**src/core/port_rb_pkg.sv**
```systemverilog
package port_rb_pkg;
    // Register byte offsets on the AXI4-Lite bus.
    localparam logic [7:0] KEY_OFS = 8'h00;
    localparam logic [7:0] DATA_OFS = 8'h04;
    localparam logic [7:0] DIR_OFS = 8'h08;
    localparam logic [7:0] WAKE_EN_OFS = 8'h0c;
    localparam logic [7:0] WAKE_STAT_OFS = 8'h10;
    localparam logic [7:0] MODE_OFS = 8'h14;
    // Reset values.
    localparam logic [7:0] KEY_RST = 8'h00;
    localparam logic [7:0] DATA_RST = 8'hff;
    localparam logic [7:0] DIR_RST = 8'hff;
    localparam logic [7:0] WAKE_EN_RST = 8'h00;
    // Pattern that turns on pin read-back.
    localparam logic [7:0] KEY_MATCH = 8'hca;
    // Field positions in the mode register.
    localparam int MODE_SLEEP_BIT = 0;
    localparam int MODE_RB_BIT = 1;
    // AXI responses.
    localparam logic [1:0] RESP_OKAY = 2'b00;
    localparam logic [1:0] RESP_SLVERR = 2'b10;
endpackage

```
**src/core/port_read_path_selftest.sv**
```systemverilog
// Notes on behaviour
// - Key byte 11001010 sets the read-back enable flag; reads then sample pins.
// - Any other key value clears the flag; output-pin reads return the data latch.
// - With read-back on, a data register read returns current pin levels.
// - Read-back changes only the read path, never drive or function select.
// - With read-back off, pins behave per their selected function unchanged.
// - Output pin (direction 0) reads latch when off, pin level when on.
// - Reset sets all data and direction bits high, so pins start as inputs.
// - Pins switched to output drive high until software writes the data latch.
// - Bit set/clear reads whole port, modifies one bit, writes whole byte back.
// - In sleep, a falling edge on an enabled Port A pin wakes the device.
//
// Chosen here: the AXI4-Lite slave port and the register offsets.
`timescale 1ns/1ns
`default_nettype none
module port_read_path_selftest #(
    parameter int WIDTH = 8
) (
    input wire logic aclk,
    input wire logic aresetn,
    input wire logic [7:0] s_axi_awaddr,
    input wire logic s_axi_awvalid,
    output logic s_axi_awready,
    input wire logic [31:0] s_axi_wdata,
    input wire logic [3:0] s_axi_wstrb,
    input wire logic s_axi_wvalid,
    output logic s_axi_wready,
    output logic [1:0] s_axi_bresp,
    output logic s_axi_bvalid,
    input wire logic s_axi_bready,
    input wire logic [7:0] s_axi_araddr,
    input wire logic s_axi_arvalid,
    output logic s_axi_arready,
    output logic [31:0] s_axi_rdata,
    output logic [1:0] s_axi_rresp,
    output logic s_axi_rvalid,
    input wire logic s_axi_rready,
    input wire logic [WIDTH-1:0] pin_in,
    output logic [WIDTH-1:0] pin_out,
    output logic [WIDTH-1:0] pin_oe,
    output logic wake_req
);
    logic [7:0] key_q;
    logic [WIDTH-1:0] data_q;
    logic [WIDTH-1:0] dir_q;
    logic [WIDTH-1:0] wake_en_q;
    logic [WIDTH-1:0] wake_stat_q;
    logic sleep_q;
    logic [WIDTH-1:0] pin_meta_q;
    logic [WIDTH-1:0] pin_sync_q;
    logic [WIDTH-1:0] pin_prev_q;
    logic [7:0] awaddr_q;
    logic aw_have_q;
    logic [31:0] wdata_q;
    logic [3:0] wstrb_q;
    logic w_have_q;
    logic bvalid_q;
    logic [1:0] bresp_q;
    logic rvalid_q;
    logic [31:0] rdata_q;
    logic [1:0] rresp_q;
    logic rb_en;
    logic do_write;
    logic wr_lane0;
    logic [WIDTH-1:0] port_view;
    logic [WIDTH-1:0] fall;
    logic [31:0] rd_d;
    logic [1:0] rresp_d;

    // Two stages on the pins because they come from outside the clock domain.
    always_ff @(posedge aclk)
    begin
        if (!aresetn)
        begin
            pin_meta_q <= '1;
            pin_sync_q <= '1;
            pin_prev_q <= '1;
        end
        else
        begin
            pin_meta_q <= pin_in;
            pin_sync_q <= pin_meta_q;
            pin_prev_q <= pin_sync_q;
        end
    end

    assign rb_en = (key_q == port_rb_pkg::KEY_MATCH);

    // Latch or pin per direction.
    // Inputs always read the pin; outputs read the latch unless read-back.
    always_comb
    begin
        for (int i = 0; i < WIDTH; i++)
        begin
            if (dir_q[i] || rb_en)
            begin
                port_view[i] = pin_sync_q[i];
            end
            else
            begin
                port_view[i] = data_q[i];
            end
        end
    end

    // Pins follow latch and direction only, never the key.
    assign pin_out = data_q;
    assign pin_oe = ~dir_q;

    // Write channel capture; address and data may arrive in either order.
    assign s_axi_awready = !aw_have_q && !bvalid_q;
    assign s_axi_wready = !w_have_q && !bvalid_q;
    assign do_write = aw_have_q && w_have_q && !bvalid_q;
    assign wr_lane0 = wstrb_q[0];

    always_ff @(posedge aclk)
    begin
        if (!aresetn)
        begin
            aw_have_q <= 1'b0;
            w_have_q <= 1'b0;
            awaddr_q <= 8'h00;
            wdata_q <= 32'h0000_0000;
            wstrb_q <= 4'h0;
            bvalid_q <= 1'b0;
            bresp_q <= port_rb_pkg::RESP_OKAY;
        end
        else
        begin
            if (s_axi_awvalid && s_axi_awready)
            begin
                aw_have_q <= 1'b1;
                awaddr_q <= s_axi_awaddr;
            end
            if (s_axi_wvalid && s_axi_wready)
            begin
                w_have_q <= 1'b1;
                wdata_q <= s_axi_wdata;
                wstrb_q <= s_axi_wstrb;
            end
            if (do_write)
            begin
                aw_have_q <= 1'b0;
                w_have_q <= 1'b0;
                bvalid_q <= 1'b1;
                if (awaddr_q == port_rb_pkg::KEY_OFS ||
                    awaddr_q == port_rb_pkg::DATA_OFS ||
                    awaddr_q == port_rb_pkg::DIR_OFS ||
                    awaddr_q == port_rb_pkg::WAKE_EN_OFS ||
                    awaddr_q == port_rb_pkg::WAKE_STAT_OFS ||
                    awaddr_q == port_rb_pkg::MODE_OFS)
                begin
                    bresp_q <= port_rb_pkg::RESP_OKAY;
                end
                else
                begin
                    bresp_q <= port_rb_pkg::RESP_SLVERR;
                end
            end
            else if (bvalid_q && s_axi_bready)
            begin
                bvalid_q <= 1'b0;
            end
        end
    end

    // Whole-byte writes carry the modified port.
    always_ff @(posedge aclk)
    begin
        if (!aresetn)
        begin
            key_q <= port_rb_pkg::KEY_RST;
            data_q <= port_rb_pkg::DATA_RST[WIDTH-1:0];
            dir_q <= port_rb_pkg::DIR_RST[WIDTH-1:0];
            wake_en_q <= port_rb_pkg::WAKE_EN_RST[WIDTH-1:0];
        end
        else if (do_write && wr_lane0)
        begin
            if (awaddr_q == port_rb_pkg::KEY_OFS)
            begin
                key_q <= wdata_q[7:0];
            end
            else if (awaddr_q == port_rb_pkg::DATA_OFS)
            begin
                data_q <= wdata_q[WIDTH-1:0];
            end
            else if (awaddr_q == port_rb_pkg::DIR_OFS)
            begin
                dir_q <= wdata_q[WIDTH-1:0];
            end
            else if (awaddr_q == port_rb_pkg::WAKE_EN_OFS)
            begin
                wake_en_q <= wdata_q[WIDTH-1:0];
            end
        end
    end

    // Falling-edge wake detection.
    // Sleep is left by hardware on wake so software sees it cleared.
    assign fall = pin_prev_q & ~pin_sync_q & wake_en_q;
    assign wake_req = |wake_stat_q;

    always_ff @(posedge aclk)
    begin
        if (!aresetn)
        begin
            sleep_q <= 1'b0;
        end
        else if (sleep_q && (|fall))
        begin
            sleep_q <= 1'b0;
        end
        else if (do_write && wr_lane0 &&
                 awaddr_q == port_rb_pkg::MODE_OFS)
        begin
            sleep_q <= wdata_q[port_rb_pkg::MODE_SLEEP_BIT];
        end
    end

    // Write-one-to-clear status; a new edge in the same cycle wins.
    always_ff @(posedge aclk)
    begin
        if (!aresetn)
        begin
            wake_stat_q <= '0;
        end
        else
        begin
            for (int i = 0; i < WIDTH; i++)
            begin
                if (sleep_q && fall[i])
                begin
                    wake_stat_q[i] <= 1'b1;
                end
                else if (do_write && wr_lane0 &&
                         awaddr_q == port_rb_pkg::WAKE_STAT_OFS &&
                         wdata_q[i])
                begin
                    wake_stat_q[i] <= 1'b0;
                end
            end
        end
    end

    // Read decode.
    always_comb
    begin
        rd_d = 32'h0000_0000;
        rresp_d = port_rb_pkg::RESP_OKAY;
        if (s_axi_araddr == port_rb_pkg::KEY_OFS)
        begin
            rd_d[7:0] = key_q;
        end
        else if (s_axi_araddr == port_rb_pkg::DATA_OFS)
        begin
            rd_d[WIDTH-1:0] = port_view;
        end
        else if (s_axi_araddr == port_rb_pkg::DIR_OFS)
        begin
            rd_d[WIDTH-1:0] = dir_q;
        end
        else if (s_axi_araddr == port_rb_pkg::WAKE_EN_OFS)
        begin
            rd_d[WIDTH-1:0] = wake_en_q;
        end
        else if (s_axi_araddr == port_rb_pkg::WAKE_STAT_OFS)
        begin
            rd_d[WIDTH-1:0] = wake_stat_q;
        end
        else if (s_axi_araddr == port_rb_pkg::MODE_OFS)
        begin
            rd_d[port_rb_pkg::MODE_SLEEP_BIT] = sleep_q;
            rd_d[port_rb_pkg::MODE_RB_BIT] = rb_en;
        end
        else
        begin
            rresp_d = port_rb_pkg::RESP_SLVERR;
        end
    end

    assign s_axi_arready = !rvalid_q;

    always_ff @(posedge aclk)
    begin
        if (!aresetn)
        begin
            rvalid_q <= 1'b0;
            rdata_q <= 32'h0000_0000;
            rresp_q <= port_rb_pkg::RESP_OKAY;
        end
        else if (s_axi_arvalid && s_axi_arready)
        begin
            rvalid_q <= 1'b1;
            rdata_q <= rd_d;
            rresp_q <= rresp_d;
        end
        else if (rvalid_q && s_axi_rready)
        begin
            rvalid_q <= 1'b0;
        end
    end

    assign s_axi_bvalid = bvalid_q;
    assign s_axi_bresp = bresp_q;
    assign s_axi_rvalid = rvalid_q;
    assign s_axi_rdata = rdata_q;
    assign s_axi_rresp = rresp_q;
endmodule
`default_nettype wire

```
**config.mk**
```make
export PLATFORM = sky130hd
export DESIGN_NAME = port_read_path_selftest
export DESIGN_NICKNAME = d
export VERILOG_FILES = /design/src/core/port_rb_pkg.sv /design/src/core/port_read_path_selftest.sv
export SDC_FILE = /design/constraint.sdc
export NUM_CORES = 1
export LEC_CHECK = 0
export ABC_AREA = 1
export BUFFER_PORTS_ARGS = -buffer_cell sky130_fd_sc_hd__buf_4
export CAP_MARGIN = 15
export CORE_AREA = 2 2 77 134
export CTS_CLUSTER_SIZE = 24
export DETAILED_ROUTE_END_ITERATION = 6
export DIE_AREA = 0 0 79 136
export GPL_ROUTABILITY_DRIVEN = 0
export PLACE_DENSITY = 0.7
export RECOVER_POWER = 25
export SKIP_LAST_GASP = 1
export SYNTH_ARGS = -nofsm -noshare
export SYNTH_HDL_FRONTEND = slang
export SYNTH_SLANG_ARGS = --single-unit
```
**constraint.sdc**
```tcl
create_clock -name aclk -period 1.96 [get_ports aclk]
set_input_delay 0.294 -clock aclk [delete_from_list [all_inputs] [get_ports aclk]]
set_output_delay 0.294 -clock aclk [all_outputs]
set_load 0.005 [all_outputs]
```
==> flow_metrics.py, run 1 <==
metrics = {
    "critical_path": {
        "crit_cells": 6,
        "startpoint_type": "flip-flop",
        "r2r-start": "s_axi_bvalid",
        "cpMostUsedCell": "nor3_4",
        "cp.required_ns": 2.18,
        "crit_buf_inv": 0,
        "path_cells": "nor3_4 -> nand2_4 -> nor3_4 -> nand3_2 -> o21ai_0 -> a21oi_1",
        "worstSetupStartpoint": "s_axi_bvalid",
        "r2r_slack_ns": 0.31,
        "crit_fanout": 16,
        "reg2regPathDepth": 6,
        "critical-path-top-delay-family": "simple AND/OR/NAND/NOR gates",
        "setup.worst_path.end_class": "flip-flop",
        "crit_end": "wake_en_q[0]",
        "slowest_stage": "dfxtp_1",
        "worstSetupPathType": "flip-flop to flip-flop",
        "critical-path-max-stage-delay_ns": 0.37,
        "cp.arrival_ns": 1.87,
        "r2r_end": "wake_en_q[0]",
    },
    "finish": {
        "area_growth_pct": 19.5,
        "layout_common_cells": "dfxtp_1, nand2_1, inv_1",
        "drive_gt1_share_pct": 19.9,
        "finalNetCount": 691,
        "ff_latch_area_um2": 1920,
        "final.fill_count": 972,
        "antennaDiodeCount": 0,
        "multi_input_comb_area_um2": 1850,
        "final_common_cell": "dfxtp_1",
        "fin_cells": 754,
    },
    "synthesis": {
        "yosys_register_bits": 96,
        "ys_types": 34,
        "synthCells": 557,
        "ys_seq_area_share_pct": 45.1,
        "synth.avg_cell_area_um2": 7.64,
        "yosysWarnings": 0,
        "synth_top_cell_by_area": "dfxtp_1",
        "syn-cell-area_um2": 4260,
        "netlist_top_cells_area": "dfxtp_1, a21oi_1, nand2_1",
        "synth_top_area_share_pct": 45.1,
    },
    "placement": {
        "dp_cells": 738,
        "portBuffers": 71,
        "place_hpwl_mm": 8.04,
    },
    "global_route": {
        "grt_use_met2_pct": 35.1,
        "grt_max_degree": 63,
        "grt_util_met1_pct": 21.0,
        "grt_pass1_vias": 3529,
        "grt-ovfl-total": 0,
        "use_met3_pct": 4.71,
        "gr-max-usage-layer": "met2",
        "grt_pass1_wl_mm": 16.6,
        "grtUsageTotal_pct": 19.9,
        "antenna_found_initial": 0,
    },
    "die": {
        "io_pins": 125,
        "core_um2": 9730,
        "dieArea_um2": 10700,
        "start_util_pct": 43.8,
        "die_y_um": 136,
        "die_w_um": 79,
        "rows": 48,
    },
    "clocking": {
        "clk_pin_slew_ns": 0.07,
        "clockRootBuffer": "clkbuf_16",
        "cts_tree": "done",
        "postCtsSetupBuffers": 0,
        "cts_resized": 0,
        "cts_num_sinks": 96,
        "h-tree-depth": 3,
        "holdBufCountCts": 0,
        "clk_latency_ns": 0.35,
        "cts_buffers": 9,
        "cts_buffer_depth": 2,
    },
    "timing": {
        "drv_slew": 0,
        "fin_crit_sh_pct": 84.2,
        "fin_skew_ns": 0.00543,
        "slew_headroom_pct": 25.4,
        "worst_pin_slew_ns": 1.12,
        "hold_viol_final": 0,
        "rsz0062_at_grt": "no",
        "setup_viol": 0,
        "finalSetupTns_ns": 0,
        "fmax_mhz": 606,
        "period_minus_slack_ns": 1.65,
    },
    "pwr": {
        "p_switching_mw": 1.04,
        "p_clk_share_pct": 42.8,
        "p_leak_nw": 2.39,
        "seqPwrFrac_pct": 47.8,
        "cell_internal_pwr_mw": 3.29,
        "ir_drop_mv": 0.608,
        "switching_share_pct": 23.9,
        "power_frac_comb_pct": 9.3,
        "p_per_area_nw_per_um2": 850,
    },
    "route": {
        "drt-wirelength-per-cell_um": 14.0,
        "drc": 0,
        "route.antenna.remaining_nets": 0,
        "finalWirelength_mm": 10.6,
        "drt-initial-drc-count": 272,
        "vias_per_cell": 5.10,
        "drt_pre_antenna_iters": 5,
        "vias": 3846,
    },
    "flow_run": {
        "max-cap-violations": 0,
    },
    "status": {
        "outcome": "finished, final reports clean",
    },
    "hold_path": {
        "hp-class": "primary input to flip-flop",
    },
}
how the worst min path moves through the flow:
stage | cells past startpoint | end | startpoint | slack, ns
after floorplan | 1 | pin_sync_q[0] | pin_meta_q[0] | 0.39
after global placement | 1 | pin_sync_q[6] | pin_meta_q[6] | 0.40
after detailed placement | 1 | pin_sync_q[3] | pin_meta_q[3] | 0.40
after CTS | 2 | pin_meta_q[7] | pin_in[7] | 0.12
after global routing | 2 | pin_meta_q[7] | pin_in[7] | 0.12
final | 2 | pin_meta_q[7] | pin_in[7] | 0.13
cell type report:
| type | instances | area share (%) |
|---|---|---|
| Multi-Input combinational cell | 367 | 36.4 |
| Sequential cell | 96 | 37.8 |
| Clock buffer | 10 | 4.50 |
| Tap cell | 125 | 3.07 |
| Inverter | 74 | 5.46 |
| Clock inverter | 6 | 1.65 |
| Timing Repair Buffer | 76 | 11.2 |
metal layers:
metal	vias to the layer above	wire, µm
li1	1916	-
met2	141	5440
met1	1760	4030
met4	0	506
met5	-	0
met3	29	601
cells by family (layout without fill, tap and decap cells):
group                  count (synthesis)  count (layout)  synth area share (%)
flip-flops                            96              96                  45.1
other                                  1              26                0.0881
AND/OR/NAND/NOR                      209             209                  24.4
buffers and inverters                119             166                  13.5
AO/OA/AOI/OAI                        132             132                  16.8
synth_stat cells (all sizes together):
| master | count |
|---|---|
| nand3 | 35 |
| clkbuf | 12 |
| o211ai | 17 |
| clkinv | 1 |
| nor3 | 6 |
| buf | 33 |
| nor2 | 58 |
| inv | 73 |
| nor4 | 3 |
| nand4 | 14 |
| conb | 1 |
| o21ai | 55 |
| o21a | 1 |
| nand2 | 73 |
| o22ai | 3 |
| nand3b | 4 |
| or2 | 16 |
| a21oi | 56 |
| dfxtp | 96 |
worst reg2reg max path, stage by stage, from the launching register on:
cell and delay, ns:
dfxtp_1 0.37, nor3_4 0.30, nand2_4 0.13, nor3_4 0.13, nand3_2 0.26, o21ai_0 0.27
a21oi_1 0.06
power groups by stage:
stage               clock (mW)  sequential [mW]  combinational, mW
CTS                       1.88             2.07              0.406
finish                    1.85             2.07              0.403
global placement             0             2.11              0.397
detailed placement           0             2.12              0.404
floorplan                    0             2.10              0.281
global route              1.96             2.08              0.454
metrics by stage:
| step | hold slack (ns) | setup slack (ns) | utilization, % | cell area [µm²] | total power, mW |
|---|---|---|---|---|---|
| finish | 0.134 | 0.310 | 52.3 | 5090 | 4.33 |
| global route | 0.121 | 0.176 | 52.3 | 5090 | 4.49 |
| CTS | 0.125 | 0.311 | 52.3 | 5090 | 4.35 |
| detailed placement | 0.400 | 0.247 | 49.1 | 4780 | 2.52 |
| floorplan | 0.393 | 0.584 | - | 4350 | 2.38 |
| global placement | 0.397 | 0.252 | 49.1 | 4780 | 2.51 |
Power figures use the tool's default switching activity.
==> run 2: changes to the inputs <==
==> constraint.sdc (replaced) <==
create_clock -name aclk -period 1.65 [get_ports aclk]
set_input_delay 0.2475 -clock aclk [delete_from_list [all_inputs] [get_ports aclk]]
set_output_delay 0.2475 -clock aclk [all_outputs]
set_load 0.005 [all_outputs]
==> flow_metrics.py, run 2 (synthesis gave the netlist of run 1 again) <==
metrics = {
    "clocking": {
        "h-tree-depth": 3,
        "cts_tree": "done",
        "clockRootBuffer": "clkbuf_16",
        "cts_buffer_depth": 2,
        "cts_buffers": 9,
        "clk_pin_slew_ns": 0.06,
        "clk_latency_ns": 0.34,
        "cts_num_sinks": 96,
    },
    "flow_run": {
        "max-cap-violations": 0,
    },
    "route": {
        "drt-initial-drc-count": 216,
        "route.antenna.remaining_nets": 0,
        "vias": 3888,
        "drt-wirelength-per-cell_um": 13.7,
        "vias_per_cell": 5.09,
        "drt_pre_antenna_iters": 5,
        "finalWirelength_mm": 10.5,
        "drc": 0,
    },
    "timing": {
        "worst_pin_slew_ns": 0.485,
        "hold_viol_final": 0,
        "fin_ws_ns": 0.0611,
        "fmax_mhz": 629,
        "slew_headroom_pct": 67.3,
        "fin_skew_ns": 0.00679,
        "period_minus_slack_ns": 1.59,
        "rsz0062_at_grt": "yes",
        "fin_crit_sh_pct": 96.3,
        "drv_slew": 0,
        "setup_viol": 0,
        "holdWs_ns": 0.0967,
    },
    "critical_path": {
        "startpoint_type": "flip-flop",
        "critical-path-max-stage-delay_ns": 0.36,
        "crit_cells": 8,
        "critical-path-top-delay-family": "simple AND/OR/NAND/NOR gates",
        "setup.worst_path.end_class": "flip-flop",
        "path_cells": "inv_2 -> nor3_4 -> nand2_4 -> buf_4 -> nor2_4 -> nand2_2 -> o21ai_0 -> a21oi_1",
        "worstSetupPathType": "flip-flop to flip-flop",
        "crit_fanout": 8,
        "crit_buf_inv": 2,
        "reg2regPathDepth": 8,
        "cp.arrival_ns": 1.80,
        "cp.required_ns": 1.86,
        "slowest_stage": "dfxtp_1",
    },
    "pwr": {
        "power_frac_comb_pct": 10.0,
        "cell_internal_pwr_mw": 3.93,
        "p_switching_mw": 1.17,
        "ir_drop_mv": 0.763,
        "switching_share_pct": 23.0,
        "seqPwrFrac_pct": 48.2,
        "p_leak_nw": 2.45,
        "p_per_area_nw_per_um2": 980,
        "p_clk_share_pct": 41.7,
    },
    "finish": {
        "drive_gt1_share_pct": 21.6,
        "design_area_um2": 5200,
        "antennaDiodeCount": 0,
        "final_common_cell": "dfxtp_1",
        "fin_cells": 764,
        "finalNetCount": 702,
        "area_growth_pct": 22.1,
        "layout_common_cells": "dfxtp_1, buf_4, inv_1",
        "utilization_pct": 53.4,
    },
    "global_route": {
        "grt_pass1_vias": 3636,
        "antenna_found_initial": 0,
        "grtUsageTotal_pct": 19.9,
        "grt_max_degree": 63,
        "grt_pass1_wl_mm": 16.6,
        "grt-ovfl-total": 0,
    },
    "die": {
        "die_y_um": 136,
        "die_w_um": 79,
        "rows": 48,
        "dieArea_um2": 10700,
        "core_um2": 9730,
        "start_util_pct": 43.8,
        "io_pins": 125,
    },
    "placement": {
        "portBuffers": 71,
        "dp_cells": 749,
        "dpl-instance-area_um2": 4870,
        "place_hpwl_mm": 8.09,
        "place_ws_ns": -0.0133,
    },
    "hold_path": {
        "hp-class": "primary input to flip-flop",
        "whs_path_depth": 2,
    },
    "status": {
        "outcome": "finished, final reports clean",
    },
}
run 2: cell count changes in the layout (fill, tap and decap cells not counted), moves of 2 or more:
cell      previous run  this run
buf_4               67        83
clkbuf_4             8         3
nand2_1             71        68
nand2_2              1         4
o21ai_0             53        51
o21ai_1              1         3
run 2: power by group through the flow:
stage	logic, mW	registers [mW]	clock network (mW)
finish	0.511	2.46	2.13
global route	0.577	2.47	2.25
CTS	0.510	2.46	2.16
detailed placement	0.507	2.51	0
global placement	0.497	2.51	0
floorplan	0.334	2.50	0
run 2: final timing paths:
kind                 startpoint        endpoint  slack, ns
setup / recovery       w_have_q  wake_stat_q[7]       0.06
hold / removal        pin_in[6]   pin_meta_q[6]        0.1
setup reg to reg       w_have_q  wake_stat_q[7]       0.06
hold reg to reg   pin_meta_q[5]   pin_sync_q[5]       0.41
run 2: area by class of cell:
class / count / area (µm²)
Inverter: 74 / 278
Fill cell: 917 / 4530
Multi-Input combinational cell: 367 / 1870
Clock buffer: 11 / 233
Sequential cell: 96 / 1920
Tap cell: 125 / 156
Timing Repair Buffer: 87 / 666
Clock inverter: 4 / 70.1
run 2: repair_timing:
item | 4_1_cts | 5_1_grt
setup buffers | 0 | 0
setup endpoints to repair | 3 | 26
hold buffers | 0 | 0
resized for setup | 1 | 6
run 2: stage by stage:
stage                     total power, mW  setup TNS [ns]
final                                5.10               0
after global routing                 5.30          -0.333
after CTS                            5.13               0
after detailed placement             3.02         -0.0190
after global placement               3.01               0
after floorplan                      2.83               0
run 2: metal layers:
layer	up-vias	track usage [%]	part of all wire, %
met5	-	0	0
met4	0	14.0	5.5
met3	37	4.05	4.7
met2	149	35.3	53
met1	1764	20.5	37
li1	1938	-	-
==> run 3: changes to the inputs <==
--- a/config.mk
+++ b/config.mk
@@ -13,7 +13,7 @@
 export DETAILED_ROUTE_END_ITERATION = 6
 export DIE_AREA = 0 0 79 136
 export GPL_ROUTABILITY_DRIVEN = 0
-export PLACE_DENSITY = 0.7
+export PLACE_DENSITY = 0.72
 export RECOVER_POWER = 25
 export SKIP_LAST_GASP = 1
 export SYNTH_ARGS = -nofsm -noshare
==> constraint.sdc (replaced) <==
create_clock -name aclk -period 1.3 [get_ports aclk]
set_input_delay 0.195 -clock aclk [delete_from_list [all_inputs] [get_ports aclk]]
set_output_delay 0.195 -clock aclk [all_outputs]
set_load 0.005 [all_outputs]
==> flow_metrics.py, run 3 (synthesis gave the netlist of run 1 again) <==
metrics = {
    "status": {
        "outcome": "finished, violations left",
        "failed_checks": "negative setup slack",
    },
    "pwr": {
        "seqPwrFrac_pct": 46.0,
        "p_switching_mw": 1.68,
        "ir_drop_mv": 0.804,
        "p_leak_nw": 2.77,
        "power_frac_comb_pct": 12.1,
        "p_per_area_nw_per_um2": 1150,
        "switching_share_pct": 24.7,
        "cell_internal_pwr_mw": 5.12,
        "report.power.total_mw": 6.80,
        "p_clk_share_pct": 41.9,
    },
    "route": {
        "drc": 0,
        "finalWirelength_mm": 12.7,
        "drt-wirelength-per-cell_um": 15.7,
        "drt-initial-drc-count": 216,
        "drt_pre_antenna_iters": 5,
        "route.antenna.remaining_nets": 0,
        "vias_per_cell": 5.29,
        "vias": 4283,
    },
    "timing": {
        "setup_viol": 49,
        "fmax_mhz": 641,
        "fin_skew_ns": 0.00908,
        "fin_crit_sh_pct": 120,
        "hold_viol_final": 0,
        "finalSetupTns_ns": -7.09,
        "drv_slew": 0,
        "period_minus_slack_ns": 1.56,
        "rsz0062_at_grt": "yes",
        "fin_ws_ns": -0.260,
    },
    "finish": {
        "area_growth_pct": 39.0,
        "multi_input_comb_area_um2": 2180,
        "ff_latch_area_um2": 1930,
        "layout_common_cells": "buf_4, dfxtp_1, inv_1",
        "antennaDiodeCount": 0,
        "final_common_cell": "buf_4",
        "final.fill_count": 834,
        "design_area_um2": 5920,
        "finalNetCount": 746,
        "drive_gt1_share_pct": 36.3,
    },
    "die": {
        "core_um2": 9730,
        "rows": 48,
        "io_pins": 125,
        "die_y_um": 136,
        "dieArea_um2": 10700,
        "die_w_um": 79,
        "start_util_pct": 43.8,
    },
    "critical_path": {
        "startpoint_type": "flip-flop",
        "critical-path-max-stage-delay_ns": 0.33,
        "path_cells": "inv_2 -> nor3_4 -> nand2_4 -> buf_12 -> nor2_4 -> buf_6 -> nand2_4 -> o21ai_2 -> nor2_1",
        "cp.arrival_ns": 1.80,
        "crit_fanout": 5,
        "worstSetupPathType": "flip-flop to flip-flop",
        "setup.worst_path.end_class": "flip-flop",
        "cpMostUsedCell": "nand2_4",
        "slowest_stage": "dfxtp_2",
        "cp.required_ns": 1.54,
    },
    "global_route": {
        "grt_max_degree": 44,
        "grtUsageTotal_pct": 23.4,
        "antenna_found_initial": 0,
        "grt_pass1_wl_mm": 19.3,
        "grt-ovfl-total": 0,
        "grt_pass1_vias": 4142,
    },
    "placement": {
        "portBuffers": 71,
        "dpl-instance-area_um2": 5170,
        "place_hpwl_mm": 8.77,
    },
    "clocking": {
        "clockRootBuffer": "clkbuf_16",
        "cts_buffer_depth": 2,
        "clk_latency_ns": 0.35,
        "holdBufCountCts": 0,
        "h-tree-depth": 3,
        "cts_tree": "done",
        "clk_pin_slew_ns": 0.07,
        "cts_buffers": 9,
        "cts_num_sinks": 96,
    },
    "flow_run": {
        "max-cap-violations": 0,
    },
    "hold_path": {
        "hp-class": "primary input to flip-flop",
    },
}
run 3: power by group through the flow:
| stage | Clock, mW | Sequential [mW] | Combinational (mW) |
|---|---|---|---|
| finish | 2.85 | 3.13 | 0.821 |
| global route | 3.01 | 3.14 | 0.899 |
| CTS | 2.87 | 3.13 | 0.777 |
| detailed placement | 0 | 3.19 | 0.720 |
| global placement | 0 | 3.19 | 0.702 |
| floorplan | 0 | 3.17 | 0.425 |
run 3: critical path, delay by kind of cell (launching register included):
| family | cells | cell delay [ns] |
|---|---|---|
| AO/OA/AOI/OAI | 1 | 0.18 |
| buffers and inverters | 3 | 0.32 |
| flip-flops | 1 | 0.33 |
| AND/OR/NAND/NOR | 5 | 0.61 |
run 3: worst paths after layout:
check / start / to / slack [ns] / cells after the start
setup reg to reg: w_have_q / key_q[5] / -0.26 / 9
hold reg to reg: pin_meta_q[6] / pin_sync_q[6] / 0.41 / 1
setup / recovery: w_have_q / key_q[5] / -0.26 / 9
hold / removal: pin_in[0] / pin_meta_q[0] / 0.03 / 2
run 3: through the flow:
stage	utilization, %	instances	setup slack, ns	hold WS (ns)
after floorplan	-	582	-0.0577	0.302
after detailed placement	53.1	784	-0.212	0.384
after CTS	58.3	806	-0.160	0.0278
after global placement	53.1	784	-0.141	0.383
after global routing	60.8	809	-0.369	0.0283
final	60.8	809	-0.260	0.0301
run 3: routing by layer:
metal | global-route usage (%) | routed length, µm
met1 | 22.9 | 4270
met2 | 41.0 | 6830
met3 | 4.52 | 793
met4 | 20.1 | 846
met5 | 0 | 0
run 3: final cells by class:
type                            count  area share (%)
Timing Repair Buffer              129            17.6
Multi-Input combinational cell    369            36.8
Sequential cell                    96            32.7
Tap cell                          125            2.64
Clock inverter                      5            1.35
Inverter                           74            4.86
Clock buffer                       11            4.10
run 3: repair_timing:
item / in CTS / in global routing
pin swaps: 11 / 30
cloned: 2 / 1
setup buffers: 4 / 3
endpoints found under the setup margin: 46 / 69
gates resized for setup: 43 / 77
